==> src/design/crc_pkg.sv <==
/*
 * Shared constants, types and register map of the card reader channel
 * command and status block.
 * Assumes one system clock; used by every design file of the block.
 */
package crc_pkg;

   // register map, byte offsets
   localparam int REG_AW = 8;
   localparam logic [7:0] OFS_CMD = 8'h00;
   localparam logic [7:0] OFS_START = 8'h04;
   localparam logic [7:0] OFS_TEST_INIT = 8'h08;
   localparam logic [7:0] OFS_TEST_ERR = 8'h0C;
   localparam logic [7:0] OFS_INTCTL = 8'h10;
   localparam logic [7:0] OFS_STATUS = 8'h14;
   localparam logic [7:0] OFS_ADDR = 8'h18;
   localparam logic [7:0] OFS_COUNT = 8'h1C;

   // command function codes
   localparam logic [15:0] FC_TERM = 16'h1000;
   localparam logic [15:0] FC_OFFSET = 16'h2000;
   localparam logic [15:0] FC_READ_XLT = 16'h9000;
   localparam logic [15:0] FC_READ_AUTO = 16'h9400;
   localparam logic [15:0] FC_READ_BIN = 16'h9800;
   localparam logic [15:0] FC_RST = 16'h0000;

   // interrupt control word bits
   localparam int INT_REQ_BIT = 0;
   localparam int INT_EN_BIT = 1;
   localparam int INT_DIS_BIT = 2;
   localparam int INT_ACT_BIT = 3;
   localparam int INT_DEACT_BIT = 4;

   // condition bit positions in a test answer
   localparam int CC1_BIT = 3;
   localparam int CC2_BIT = 2;
   localparam int CC3_BIT = 1;
   localparam int CC4_BIT = 0;

   // card column: bit 11 row 12 ... bit 0 row 9
   localparam int COL_W = 12;
   localparam logic [11:0] COL_BIN_MARK = 12'h005;
   localparam int MEM_AW = 24;

   typedef enum logic [4:0] {
      ST_IDLE = 5'h01,
      ST_FETCH0 = 5'h02,
      ST_FETCH1 = 5'h04,
      ST_WAIT_COL = 5'h08,
      ST_WRITE = 5'h10
   } crc_phase_t;

   typedef enum logic [1:0] {
      MODE_XLT = 2'h0,
      MODE_AUTO = 2'h1,
      MODE_BIN = 2'h2
   } crc_mode_t;

   typedef struct packed {
      logic req;
      logic wr;
      logic [23:0] addr;
      logic [31:0] wdata;
   } crc_mem_req_t;

   typedef struct packed {
      logic ack;
      logic inv;
      logic perr;
      logic [31:0] rdata;
   } crc_mem_rsp_t;

   typedef struct packed {
      logic inv;
      logic perr;
      logic pv;
      logic under;
   } crc_err_t;

endpackage : crc_pkg

==> src/design/crc_sync.sv <==
/*
 * Three-stage input synchroniser with agreement filter.
 * Assumes inputs arrive asynchronously to clk_in.
 */
`timescale 1ns/100ps
`default_nettype none
module crc_sync
   import crc_pkg::*;
#(
   parameter int WIDTH = 1
) (
   input wire logic clk_in,
   input wire logic rst_b_in,
   input wire logic [WIDTH-1:0] d_in,
   output logic [WIDTH-1:0] q_out
);

   logic [WIDTH-1:0] ff1_r;
   logic [WIDTH-1:0] ff2_r;
   logic [WIDTH-1:0] ff3_r;
   logic [WIDTH-1:0] q_r;

   // a bit changes only once stages two and three agree
   always_ff @(posedge clk_in or negedge rst_b_in) begin
      if (!rst_b_in) begin
         ff1_r <= '0;
         ff2_r <= '0;
         ff3_r <= '0;
         q_r <= '0;
      end else begin
         ff1_r <= d_in;
         ff2_r <= ff1_r;
         ff3_r <= ff2_r;
         q_r <= (ff2_r & ff3_r) | (q_r & (ff2_r | ff3_r));
      end
   end

   assign q_out = q_r;

endmodule : crc_sync
`default_nettype wire

==> src/design/crc_channel.sv <==
/*
 * Card reader channel: command decode, two-level status test,
 * descriptor fetch, autonomous column transfer and service interrupt.
 * Assumes a memory controller on the same clock answering MEM_REQ_OUT
 * with a one-cycle ack, and card reader pins asynchronous to the clock.
 */
// Local design decisions: the plain strobed port and the placing of the registers.
// How it works
// - five function codes accepted, two control, three start card reads.
// - special control code pulses the stacker offset output.
// - code 1000 terminates the transfer and stops further reading.
// - code 9000 starts reading in translate mode.
// - code 9400 starts reading in automatic mode.
// - code 9800 starts reading binary, column data untranslated.
// - two test levels, each answering four condition bits.
// - level 8000 returns initial status bits for the host status word.
// - initial level first bit always reads zero.
// - initial level second bit set while transferring.
// - initial level third bit set when a channel error is latched while idle.
// - initial level fourth bit set when the reader is inoperable while idle and no error is latched.
// - initial bits mutually exclusive; all ones means no channel.
// - error level first bit: invalid memory access.
// - error level second bit: parity error fetching descriptor.
// - unperformable command sets third error bit; refused start while idle interrupts at once, bad code while idle does not.
// - error level fourth bit: column lost before reaching memory.
// - transfer runs without host help once started.
// - completion raises the service interrupt.
// - status assembled from channel and reader, returned on request.
// - interrupt request, enable, disable, activate, deactivate commands.
// - address increments and count decrements per write; zero ends.
// - start fetches two descriptor words with two memory reads.
`timescale 1ns/100ps
`default_nettype none
module crc_channel
   import crc_pkg::*;
(
   input wire logic CLOCK_IN,
   input wire logic RST_B_IN,
   input wire logic [7:0] REG_ADDR_IN,
   input wire logic [31:0] REG_WDATA_IN,
   input wire logic REG_WR_IN,
   input wire logic REG_RD_IN,
   output logic [31:0] REG_RDATA_OUT,
   output var crc_mem_req_t MEM_REQ_OUT,
   input wire crc_mem_rsp_t MEM_RSP_IN,
   input wire logic [11:0] CR_COL_IN,
   input wire logic CR_COL_VALID_IN,
   input wire logic CR_INOP_IN,
   output logic CR_FEED_OUT,
   output logic CR_OFFSET_OUT,
   output logic SI_OUT
);

   typedef struct packed {
      crc_phase_t phase;
      crc_mode_t mode;
      logic bin_now;
      logic first_col;
      logic [15:0] func;
      logic func_ok;
      logic [23:0] io_command_descriptor_addr;
      logic [23:0] mem_addr;
      logic [15:0] count;
      logic [11:0] col_buf;
      logic col_full;
      logic valid_d;
      crc_err_t err;
      logic int_req;
      logic int_en;
      logic int_act;
      logic si;
      crc_mem_req_t mem;
      logic offset;
      logic feed;
      logic [31:0] rd_data;
   } crc_regs_t;

   crc_regs_t s_r;
   crc_regs_t s_nxt;
   logic [13:0] pin_sync;
   logic col_valid;
   logic inop;
   logic [11:0] col_data;

   crc_sync #(.WIDTH(14)) u_sync (
      .clk_in(CLOCK_IN),
      .rst_b_in(RST_B_IN),
      .d_in({CR_INOP_IN, CR_COL_VALID_IN, CR_COL_IN}),
      .q_out(pin_sync)
   );

   assign inop = pin_sync[13];
   assign col_valid = pin_sync[12];
   assign col_data = pin_sync[11:0];

   // hollerith zone plus lowest-numbered digit row to an 8-bit code
   function automatic logic [7:0] crc_xlat(input logic [11:0] col);
      logic [3:0] digit;
      digit = 4'h0;
      for (int i = 0; i < 9; i++) begin
         if (col[i]) begin
            digit = 4'(9 - i);
         end
      end
      return {1'b0, col[11:9], digit};
   endfunction : crc_xlat

   function automatic logic [31:0] crc_fmt(input logic bin,
                                           input logic [11:0] col);
      if (bin) begin
         return {20'h00000, col};
      end
      return {24'h000000, crc_xlat(col)};
   endfunction : crc_fmt

   function automatic logic crc_is_read(input logic [15:0] fc);
      return (fc == FC_READ_XLT) || (fc == FC_READ_AUTO) ||
         (fc == FC_READ_BIN);
   endfunction : crc_is_read

   // current operation ends: reader stopped, completion interrupt
   function automatic crc_regs_t crc_finish(input crc_regs_t s);
      crc_regs_t t;
      t = s;
      t.phase = ST_IDLE;
      t.feed = 1'b0;
      t.col_full = 1'b0;
      t.mem.req = 1'b0;
      t.mem.wr = 1'b0;
      t.int_req = 1'b1;
      return t;
   endfunction : crc_finish

   always_comb begin
      logic active;
      logic [3:0] cc_init;
      logic [3:0] cc_err;
      logic [15:0] wfc;
      s_nxt = s_r;
      active = (s_r.phase != ST_IDLE);
      wfc = REG_WDATA_IN[15:0];
      s_nxt.offset = 1'b0;
      s_nxt.valid_d = col_valid;
      s_nxt.rd_data = 32'h00000000;

      // status assembly: priority makes the bits mutually exclusive
      cc_init = 4'h0;
      cc_init[CC1_BIT] = 1'b0;
      cc_init[CC2_BIT] = active;
      cc_init[CC3_BIT] = !active && (s_r.err != '0);
      cc_init[CC4_BIT] = !active && (s_r.err == '0) && inop;
      cc_err = 4'h0;
      cc_err[CC1_BIT] = s_r.err.inv;
      cc_err[CC2_BIT] = s_r.err.perr;
      cc_err[CC3_BIT] = s_r.err.pv;
      cc_err[CC4_BIT] = s_r.err.under;

      if (REG_RD_IN) begin
         unique case (REG_ADDR_IN)
            OFS_CMD: s_nxt.rd_data = {16'h0000, s_r.func};
            OFS_TEST_INIT: s_nxt.rd_data = {28'h0000000, cc_init};
            OFS_TEST_ERR: s_nxt.rd_data = {28'h0000000, cc_err};
            OFS_INTCTL: s_nxt.rd_data = {29'h00000000, s_r.int_act,
               s_r.int_en, s_r.int_req};
            OFS_STATUS: s_nxt.rd_data = {8'h00, 3'h0, s_r.phase,
               2'h0, s_r.mode, 1'b0, s_r.bin_now, s_r.feed, inop,
               4'h0, s_r.err};
            OFS_ADDR: s_nxt.rd_data = {8'h00, s_r.mem_addr};
            OFS_COUNT: s_nxt.rd_data = {16'h0000, s_r.count};
            default: s_nxt.rd_data = 32'h00000000;
         endcase
      end

      // column arrival from the reader
      if (col_valid && !s_r.valid_d && s_r.feed) begin
         // in ST_WAIT_COL the buffer drains this cycle, so no loss
         if (s_r.col_full && s_r.phase != ST_WAIT_COL) begin
            s_nxt.err.under = 1'b1;
         end else begin
            s_nxt.col_buf = col_data;
            s_nxt.col_full = 1'b1;
         end
      end

      // autonomous transfer sequence
      unique case (s_r.phase)
         ST_IDLE: begin
         end
         ST_FETCH0: begin
            if (MEM_RSP_IN.ack) begin
               if (MEM_RSP_IN.inv || MEM_RSP_IN.perr) begin
                  s_nxt = crc_finish(s_nxt);
                  s_nxt.err.inv = s_r.err.inv | MEM_RSP_IN.inv;
                  s_nxt.err.perr = s_r.err.perr | MEM_RSP_IN.perr;
               end else begin
                  s_nxt.mem_addr = MEM_RSP_IN.rdata[23:0];
                  s_nxt.mem.addr = s_r.io_command_descriptor_addr + 24'h000001;
                  s_nxt.phase = ST_FETCH1;
               end
            end
         end
         ST_FETCH1: begin
            if (MEM_RSP_IN.ack) begin
               if (MEM_RSP_IN.inv || MEM_RSP_IN.perr) begin
                  s_nxt = crc_finish(s_nxt);
                  s_nxt.err.inv = s_r.err.inv | MEM_RSP_IN.inv;
                  s_nxt.err.perr = s_r.err.perr | MEM_RSP_IN.perr;
               end else if (MEM_RSP_IN.rdata[15:0] == 16'h0000) begin
                  s_nxt = crc_finish(s_nxt);
               end else begin
                  s_nxt.count = MEM_RSP_IN.rdata[15:0];
                  s_nxt.mem.req = 1'b0;
                  s_nxt.feed = 1'b1;
                  s_nxt.phase = ST_WAIT_COL;
               end
            end
         end
         ST_WAIT_COL: begin
            if (s_r.col_full) begin
               logic bin;
               bin = (s_r.mode == MODE_BIN) || s_r.bin_now;
               if (s_r.first_col && s_r.mode == MODE_AUTO &&
                   (s_r.col_buf & COL_BIN_MARK) == COL_BIN_MARK) begin
                  bin = 1'b1;
               end
               s_nxt.bin_now = bin;
               s_nxt.first_col = 1'b0;
               s_nxt.col_full = 1'b0;
               s_nxt.mem.req = 1'b1;
               s_nxt.mem.wr = 1'b1;
               s_nxt.mem.addr = s_r.mem_addr;
               s_nxt.mem.wdata = crc_fmt(bin, s_r.col_buf);
               s_nxt.phase = ST_WRITE;
               if (col_valid && !s_r.valid_d && s_r.feed) begin
                  s_nxt.col_buf = col_data;
                  s_nxt.col_full = 1'b1;
               end
            end
         end
         ST_WRITE: begin
            if (MEM_RSP_IN.ack) begin
               s_nxt.mem.req = 1'b0;
               s_nxt.mem.wr = 1'b0;
               if (MEM_RSP_IN.inv) begin
                  s_nxt = crc_finish(s_nxt);
                  s_nxt.err.inv = 1'b1;
               end else begin
                  s_nxt.mem_addr = s_r.mem_addr + 24'h000001;
                  s_nxt.count = s_r.count - 16'h0001;
                  if (s_r.count == 16'h0001) begin
                     s_nxt = crc_finish(s_nxt);
                  end else begin
                     s_nxt.phase = ST_WAIT_COL;
                  end
               end
            end
         end
      endcase

      // command function code
      if (REG_WR_IN && REG_ADDR_IN == OFS_CMD) begin
         if (wfc == FC_TERM) begin
            if (active) begin
               s_nxt = crc_finish(s_nxt);
            end
            s_nxt.feed = 1'b0;
            s_nxt.col_full = 1'b0;
            s_nxt.func_ok = 1'b0;
         end else if (wfc == FC_OFFSET) begin
            s_nxt.offset = 1'b1;
         end else if (crc_is_read(wfc) && !active) begin
            s_nxt.func = wfc;
            s_nxt.func_ok = 1'b1;
         end else begin
            s_nxt.err.pv = 1'b1;
         end
      end

      // start: fetch descriptor for the latched read command
      if (REG_WR_IN && REG_ADDR_IN == OFS_START) begin
         if (active || !s_r.func_ok) begin
            s_nxt.err.pv = 1'b1;
            if (!active) begin
               s_nxt.int_req = 1'b1;
            end
         end else begin
            s_nxt.err = '0;
            s_nxt.io_command_descriptor_addr = REG_WDATA_IN[23:0];
            s_nxt.mem.req = 1'b1;
            s_nxt.mem.wr = 1'b0;
            s_nxt.mem.addr = REG_WDATA_IN[23:0];
            s_nxt.first_col = 1'b1;
            s_nxt.bin_now = 1'b0;
            s_nxt.col_full = 1'b0;
            s_nxt.func_ok = 1'b0;
            s_nxt.phase = ST_FETCH0;
            if (s_r.func == FC_READ_BIN) begin
               s_nxt.mode = MODE_BIN;
            end else if (s_r.func == FC_READ_AUTO) begin
               s_nxt.mode = MODE_AUTO;
            end else begin
               s_nxt.mode = MODE_XLT;
            end
         end
      end

      // interrupt control; hardware requests win over clears
      if (REG_WR_IN && REG_ADDR_IN == OFS_INTCTL) begin
         if (REG_WDATA_IN[INT_DIS_BIT]) begin
            s_nxt.int_en = 1'b0;
         end
         if (REG_WDATA_IN[INT_EN_BIT]) begin
            s_nxt.int_en = 1'b1;
         end
         if (REG_WDATA_IN[INT_DEACT_BIT]) begin
            s_nxt.int_act = 1'b0;
         end
         if (REG_WDATA_IN[INT_ACT_BIT]) begin
            s_nxt.int_act = 1'b1;
            s_nxt.int_req = s_nxt.int_req && (!s_r.int_req ||
               (active && s_nxt.phase == ST_IDLE));
         end
         if (REG_WDATA_IN[INT_REQ_BIT]) begin
            s_nxt.int_req = 1'b1;
         end
      end
      s_nxt.si = s_nxt.int_req && s_nxt.int_en && !s_nxt.int_act;
   end

   always_ff @(posedge CLOCK_IN or negedge RST_B_IN) begin
      if (!RST_B_IN) begin
         s_r <= '0;
         s_r.phase <= ST_IDLE;
         s_r.mode <= MODE_XLT;
         s_r.func <= FC_RST;
      end else begin
         s_r <= s_nxt;
      end
   end

   assign REG_RDATA_OUT = s_r.rd_data;
   assign MEM_REQ_OUT = s_r.mem;
   assign CR_FEED_OUT = s_r.feed;
   assign CR_OFFSET_OUT = s_r.offset;
   assign SI_OUT = s_r.si;

endmodule : crc_channel
`default_nettype wire

==> config.mk <==
export PLATFORM = sky130hd
export DESIGN_NAME = crc_channel
export DESIGN_NICKNAME = d
export VERILOG_FILES = /design/src/design/crc_pkg.sv /design/src/design/crc_sync.sv /design/src/design/crc_channel.sv
export SDC_FILE = /design/constraint.sdc
export NUM_CORES = 1
export LEC_CHECK = 0
export BUFFER_PORTS_ARGS = -buffer_cell sky130_fd_sc_hd__buf_2
export CAP_MARGIN = 40
export CORE_ASPECT_RATIO = 1.4
export CORE_MARGIN = 8
export CORE_UTILIZATION = 40
export CTS_CLUSTER_SIZE = 25
export DETAILED_ROUTE_END_ITERATION = 16
export PLACE_DENSITY = 0.58
export REMOVE_ABC_BUFFERS = 1
export SLEW_MARGIN = 25
export SYNTH_ARGS = -nofsm -noshare
export SYNTH_HDL_FRONTEND = slang
export SYNTH_HIERARCHICAL = 1
export SYNTH_SLANG_ARGS = --single-unit
==> constraint.sdc <==
create_clock -name CLOCK_IN -period 5.2 [get_ports CLOCK_IN]
set_input_delay 0.78 -clock CLOCK_IN [delete_from_list [all_inputs] [get_ports CLOCK_IN]]
set_output_delay 0.78 -clock CLOCK_IN [all_outputs]
set_load 0.005 [all_outputs]
==> results of run 1 <==
==> layout by cell type (no fill, tap or decap), types with 25 or more instances in the layout <==
cell and count:
buf_2 140, nor2_1 92, clkbuf_16 25, dfrtp_1 231
nand2_1 173, o21ai_0 47, conb_1 28, a222oi_1 31
nand3_1 35, a21oi_1 89
==> through the flow <==
step	total power, mW	util
final	3.769	0.4510
after global routing	3.909	0.4510
after CTS	3.818	0.4506
after detailed placement	2.034	0.4221
after global placement	2.033	0.4199
after floorplan	1.925	-
==> worst register-to-register path, stage by stage, from the launching register on <==
cell,delay (ns)
dfrtp_1,0.83
nor3_2,0.20
and3_1,0.47
a221o_1,0.49
or4_1,0.57
a21o_1,0.23
a31oi_2,0.18
==> layer usage <==
layer,track usage,wire length (um),up-vias
met5,0,8,-
met4,0.07818,1214,2
met3,0.03187,1916,62
met2,0.3352,16960,332
met1,0.2329,13540,4459
li1,-,-,4261
==> path summary, 6_finish.rpt <==
| path | from | endpoint | slack, ns |
|---|---|---|---|
| worst min-delay path | RST_B_IN | u_sync/ff3_r[6] | 0.34 |
| max in group asynchronous | RST_B_IN | s_r[132] | 3.65 |
| worst max register to register | s_r[203] | SI_OUT | 2.13 |
| worst max-delay path | s_r[203] | SI_OUT | 2.13 |
| worst min register to register | u_sync/ff1_r[8] | u_sync/ff2_r[8] | 0.35 |
| min in group CLOCK_IN | u_sync/ff1_r[8] | u_sync/ff2_r[8] | 0.35 |
==> sequential cells by signal, indices dropped and copies added (netlist names) <==
name / cells
u_sync/ff2_r: 14
SI_OUT: 1
REG_RDATA_OUT: 24
MEM_REQ_OUT: 38
u_sync/ff1_r: 14
CR_OFFSET_OUT: 1
u_sync/q_out: 14
s_r: 111
CR_FEED_OUT: 1
u_sync/ff3_r: 14
==> cells by family after synthesis <==
kind of cell | Yosys count
AOI/OAI and AO/OA | 272
muxes | 17
other | 1
xor gates and xnor gates | 25
DFF | 232
buffers and inverters | 183
and+or+nand+nor | 446
adders and majority gates | 18
==> cell type report <==
class,count,area share
clock buffer,33,0.05448
tap,375,0.03675
sequential,232,0.4548
timing repair buffer,158,0.06879
clock inverter,10,0.008623
multi-input combinational,806,0.3701
inverter,22,0.006467
==> report_power, final <==
part           internal (mW)  switching, mW  total [mW]
combinational         0.0479         0.0963       0.144
clock                   1.04          0.731        1.77
sequential              1.84         0.0196        1.86
==> results.cfg, run 1 <==
[synthesis]
ys_seq_area_frac = 0.5063
yosysTopAreaCellShare = 0.5040
yosysMostFrequentCell = dfrtp_1
yosysUniqueCellTypes = 72
synth_flop_cell = dfrtp_1
synth_edf_count = 0
synth_top_family_by_area = simple AND/OR/NAND/NOR gates
synth.area.top_cells = dfrtp_1 (50%), buf_4 (6.0%), nand2_1 (5.7%)
syn_area_sq_um = 11470
ys_async_sr_fraction = 1.000
ys_top_cells_by_count = dfrtp_1 (231), nand2_1 (173), nor2_1 (93)
synthAdderAreaFrac = 0.01811
synth_compound_area_frac = 0.1577
synth.area.mux_share = 0.01625
synth-xor-area-share = 0.01909
yosysWarningCount = 6
synthCells = 1194
synth_area_per_cell_sq_um = 9.606
synth_seq_cells = 232
synth_top_area_cell = dfrtp_1
synth_simple_gate_area_frac = 0.1905

[floorplan]
core_area_sq_um = 28310
io_pins = 186
design.die.area_sq_um = 34430
die_x_um = 159.1
placementRows = 73
die_y_um = 216.4
initial_core_util = 0.4051

[cts]
cts_max_level = 1
path_clk_slew_ns = 0.07
cts_resized = 0
postCtsSetupRepairBufs = 0
cts_num_sinks = 232
clockBufferDepth = 3
ctsHoldBuffers = 0
root_buffer = clkbuf_16
cts_tree = built
clock_latency_ns = 0.53
cts_buffers = 25

[critical_path]
critPathLaunchType = flip-flop
crit_fanout = 18
reg2regPathDepth = 6
worstPathBufferInverterCount = 0
crit_cells = 6
cpPeakStageDelay_ns = 0.83
worstSetupPathType = reg -> reg
cp.required_ns = 5.63
slowest_stage = dfrtp_1
arrival_ns = 3.50
crit_family = simple AND/OR/NAND/NOR gates
crit_chain = nor3_2 -> and3_1 -> a221o_1 -> or4_1 -> a21o_1 -> a31oi_2
end_kind = flip-flop

[detailed_routing]
ant_nets = 0
drt-total-wl_um = 33630
vias = 9116
drt-initial-drc-count = 808
drt_pass1_iterations = 8
wl_per_cell_um = 20.56
viasPerCell = 5.572
drc = 0

[layout]
design_area_sq_um = 12770
multi_input_area_sq_um = 4726
syn_to_final_growth_pct = 11.32
antenna-diode-count = 0
num-nets-final = 1342
drive_above_1_share = 0.1848
fill_cells = 2800
instances_no_fill = 1636
seq_area_sq_um = 5807

[place]
preCtsSetupSlack_ns = 1.940
dpl.hpwl_um = 24750
dp.cells = 1592
port_buffers = 141
dpl_cell_area_sq_um = 11950
finalWeightedCongestion = 0.8802

[grt]
grt_overflow = 0
grt_start_max_net_pins = 118
grt_pass1_wl_um = 53230
antenna_found_initial = 2
track_usage = 0.1923
grt_pass1_vias = 9321

[sta]
finalSetupViolCount = 0
finClkSkew_ns = 0.02408
fin_crit_sh = 0.5895
final_max_slew_viol_count = 0
layout_setup_ws_ns = 2.135
fmax_mhz = 326.2
min_period_ns = 3.065
rsz0062_at_grt = false
hold_viol = 0
worst_pin_slew_ns = 0.8647
hold_ws_ns = 0.3356
relSlewSlack = 0.4236
tns_ns = 0

[flow_run]
cap_violations = 0

[power_and_ir_drop]
pwr_density_cell_nw_per_um2 = 295.1
leakage_nw = 6.032
irDropWorstVdd_mv = 0.1837

[status]
run_status = finished, final reports clean

[hold_path]
hold_path.class = in -> async
Power figures use the tool's default switching activity.
==> run 2: changes to the inputs <==
--- a/config.mk
+++ b/config.mk
@@ -5,6 +5,7 @@
 export SDC_FILE = /design/constraint.sdc
 export NUM_CORES = 1
 export LEC_CHECK = 0
+export ABC_AREA = 1
 export BUFFER_PORTS_ARGS = -buffer_cell sky130_fd_sc_hd__buf_2
 export CAP_MARGIN = 40
 export CORE_ASPECT_RATIO = 1.4
==> constraint.sdc (replaced) <==
create_clock -name CLOCK_IN -period 3.09 [get_ports CLOCK_IN]
set_input_delay 0.4635 -clock CLOCK_IN [delete_from_list [all_inputs] [get_ports CLOCK_IN]]
set_output_delay 0.4635 -clock CLOCK_IN [all_outputs]
set_load 0.005 [all_outputs]
==> run 2 against run 1 <==
Cell count rose by 24%. Sequential share of layout area decreased by 2.8 points. Routed wire length increased by 11%. Total power is 130% higher. Sequential power grew 120%. Clock-buffer cell count grew 3. Clock skew fell by 0.012 ns. Global-route usage up 1.4 points. Via count is 15% higher. Non-clock buffer count increased by 3. Critical path depth rose by 1. Setup slack got worse by 1.4 ns.
==> results.cfg, run 2 <==
[critical_path]
reg2regPathDepth = 7
critPathLaunchType = flip-flop
rr_endpoint = s_r[137]
worstSetupPathType = reg -> reg
startpoint = s_r[199]
arrival_ns = 2.76
r2r_start = s_r[199]
end_kind = flip-flop
worstSetupEndpoint = s_r[137]
reg2reg_slack_ns = 0.75
cp.required_ns = 3.51
crit_fanout = 19

[sta]
worst_pin_slew_ns = 0.7682
min_period_ns = 2.339
finClkSkew_ns = 0.01244
hold_viol = 0
final_max_slew_viol_count = 0
relSlewSlack = 0.4866
fmax_mhz = 427.6
fin_crit_sh = 0.7569
tns_ns = 0
finalSetupViolCount = 0
rsz0062_at_grt = false

[detailed_routing]
wl_per_cell_um = 18.35
vias = 10460
drt_pass1_iterations = 5
ant_nets = 0
viasPerCell = 5.165
drt-initial-drc-count = 626
drc = 0
drt-total-wl_um = 37170

[cts]
path_clk_slew_ns = 0.06
postCtsSetupRepairBufs = 0
cts_max_level = 1
clock_latency_ns = 0.53
clockBufferDepth = 3
root_buffer = clkbuf_16
cts_num_sinks = 232
cts_buffers = 24
cts_tree = built

[layout]
num-nets-final = 1718
syn_to_final_growth_pct = 12.18
drive_above_1_share = 0.1465
design_area_sq_um = 13610
largest_reg_flops = 111
instances_no_fill = 2025
final_common_cell = nand2_1
largest_register = s_r
final_cell_mix = nand2_1 (344), dfrtp_1 (231), inv_1 (187)

[synthesis]
yosysWarningCount = 6
yosysMostFrequentCell = nand2_1
synth_seq_cells = 232
yosysUniqueCellTypes = 49
synth_flop_cell = dfrtp_1
syn_area_sq_um = 12130
synth_edf_count = 0
synth_top_area_cell = dfrtp_1
ys_seq_area_frac = 0.4786
ys_async_sr_fraction = 1.000
ys_top_cells_by_count = nand2_1 (345), dfrtp_1 (231), inv_1 (187)
synth.area.top_cells = dfrtp_1 (48%), nand2_1 (11%), inv_1 (5.8%)
synthCells = 1531
synth_area_per_cell_sq_um = 7.926
yosysTopAreaCellShare = 0.4764

[place]
dpl_cell_area_sq_um = 12790
dp.cells = 1979
dpl.hpwl_um = 28670
port_buffers = 141
finalWeightedCongestion = 0.9523

[floorplan]
die_y_um = 222.1
io_pins = 186
placementRows = 75
design.die.area_sq_um = 36240
initial_core_util = 0.4054
die_x_um = 163.2
core_area_sq_um = 29940

[hold_path]
hold_path.class = in -> reg
hold_start = CR_INOP_IN

[grt]
grt_pass1_wl_um = 59350
antenna_found_initial = 2
grt_pass1_vias = 10875
track_usage = 0.2066
grt_overflow = 0
grt_start_max_net_pins = 79

[flow_run]
cap_violations = 0

[power_and_ir_drop]
pwr_density_cell_nw_per_um2 = 645.1
leakage_nw = 6.930
irDropWorstVdd_mv = 0.4179

[status]
run_status = finished, final reports clean
==> run 2: changes by cell type after synthesis, sizes merged, moves of 41 or more <==
cell / delta
nor2: +63
nand3: +61
nand2: +176
o21ai: +62
inv: +178
clkbuf: -41
==> run 2: stage by stage <==
step                hold slack (ns)    util  worst slack [ns]  power (mW)
finish                      0.04132  0.4547            0.7511       8.781
global route                0.01481  0.4546            0.5264       9.326
CTS                         0.02160  0.4545            0.7311       8.870
detailed placement           0.3347  0.4273            0.7473       5.855
global placement             0.3325  0.4264            0.7554       5.809
floorplan                    0.1679       -            0.3107       5.012
==> run 2: cells by family after synthesis <==
group                      count (synthesis)  share of synthesized area
and+or+nand+nor                          667                     0.2359
buffers and inverters                    326                     0.1312
AOI/OAI and AO/OA                        287                     0.1391
DFF                                      232                     0.4786
xor gates and xnor gates                   9                   0.006497
muxes                                      5                   0.004331
adders and majority gates                  4                   0.004125
other                                      1                  0.0003090
==> run 2: routing by layer <==
| metal | vias to the layer above | track usage | routed length [um] |
|---|---|---|---|
| met4 | 2 | 0.08754 | 1585 |
| met5 | - | 0 | 8 |
| met1 | 4960 | 0.2400 | 14570 |
| met3 | 78 | 0.04459 | 2554 |
| li1 | 5081 | - | - |
| met2 | 339 | 0.3580 | 18450 |
==> run 2: cell type report <==
cell class                      instances  area, sq um
Clock buffer                           36        716.9
Sequential cell                       232         5807
Tap cell                              385        481.7
Timing Repair Buffer                  161        913.4
Antenna cell                            2        5.005
Inverter                              202        758.2
Clock inverter                          7        87.58
Multi-Input combinational cell       1000         4842
Fill cell                            3077        16320
==> run 2: worst min path at each step <==
stage | end | slack [ns] | cells after the start
5_1_grt | u_sync/ff1_r[7] | 0.01 | 1
6_report | u_sync/ff1_r[13] | 0.04 | 1
3_5_place_dp | u_sync/ff2_r[8] | 0.33 | 0
3_3_place_gp | u_sync/ff2_r[1] | 0.33 | 0
2_1_floorplan | CR_FEED_OUT | 0.17 | 0
4_1_cts | u_sync/ff1_r[13] | 0.02 | 1
==> run 2: report_power, final <==
part / total (mW) / switching, mW / internal (mW)
Combinational: 1.76 / 1.12 / 0.648
Clock: 2.98 / 1.22 / 1.76
Sequential: 4.03 / 0.522 / 3.51
==> run 2: critical path, cell delays in order, from the launching register on <==
cell	delay, ns
dfstp_2	0.61
inv_1	0.09
nand4_2	0.19
inv_2	0.12
o21ai_2	0.59
inv_2	0.33
o21ai_0	0.23
inv_1	0.05
==> run 2: timing repair <==
item,4_1_cts,5_1_grt
gates resized for setup,0,0
hold buffers,1,0
endpoints found under the hold margin,73,0
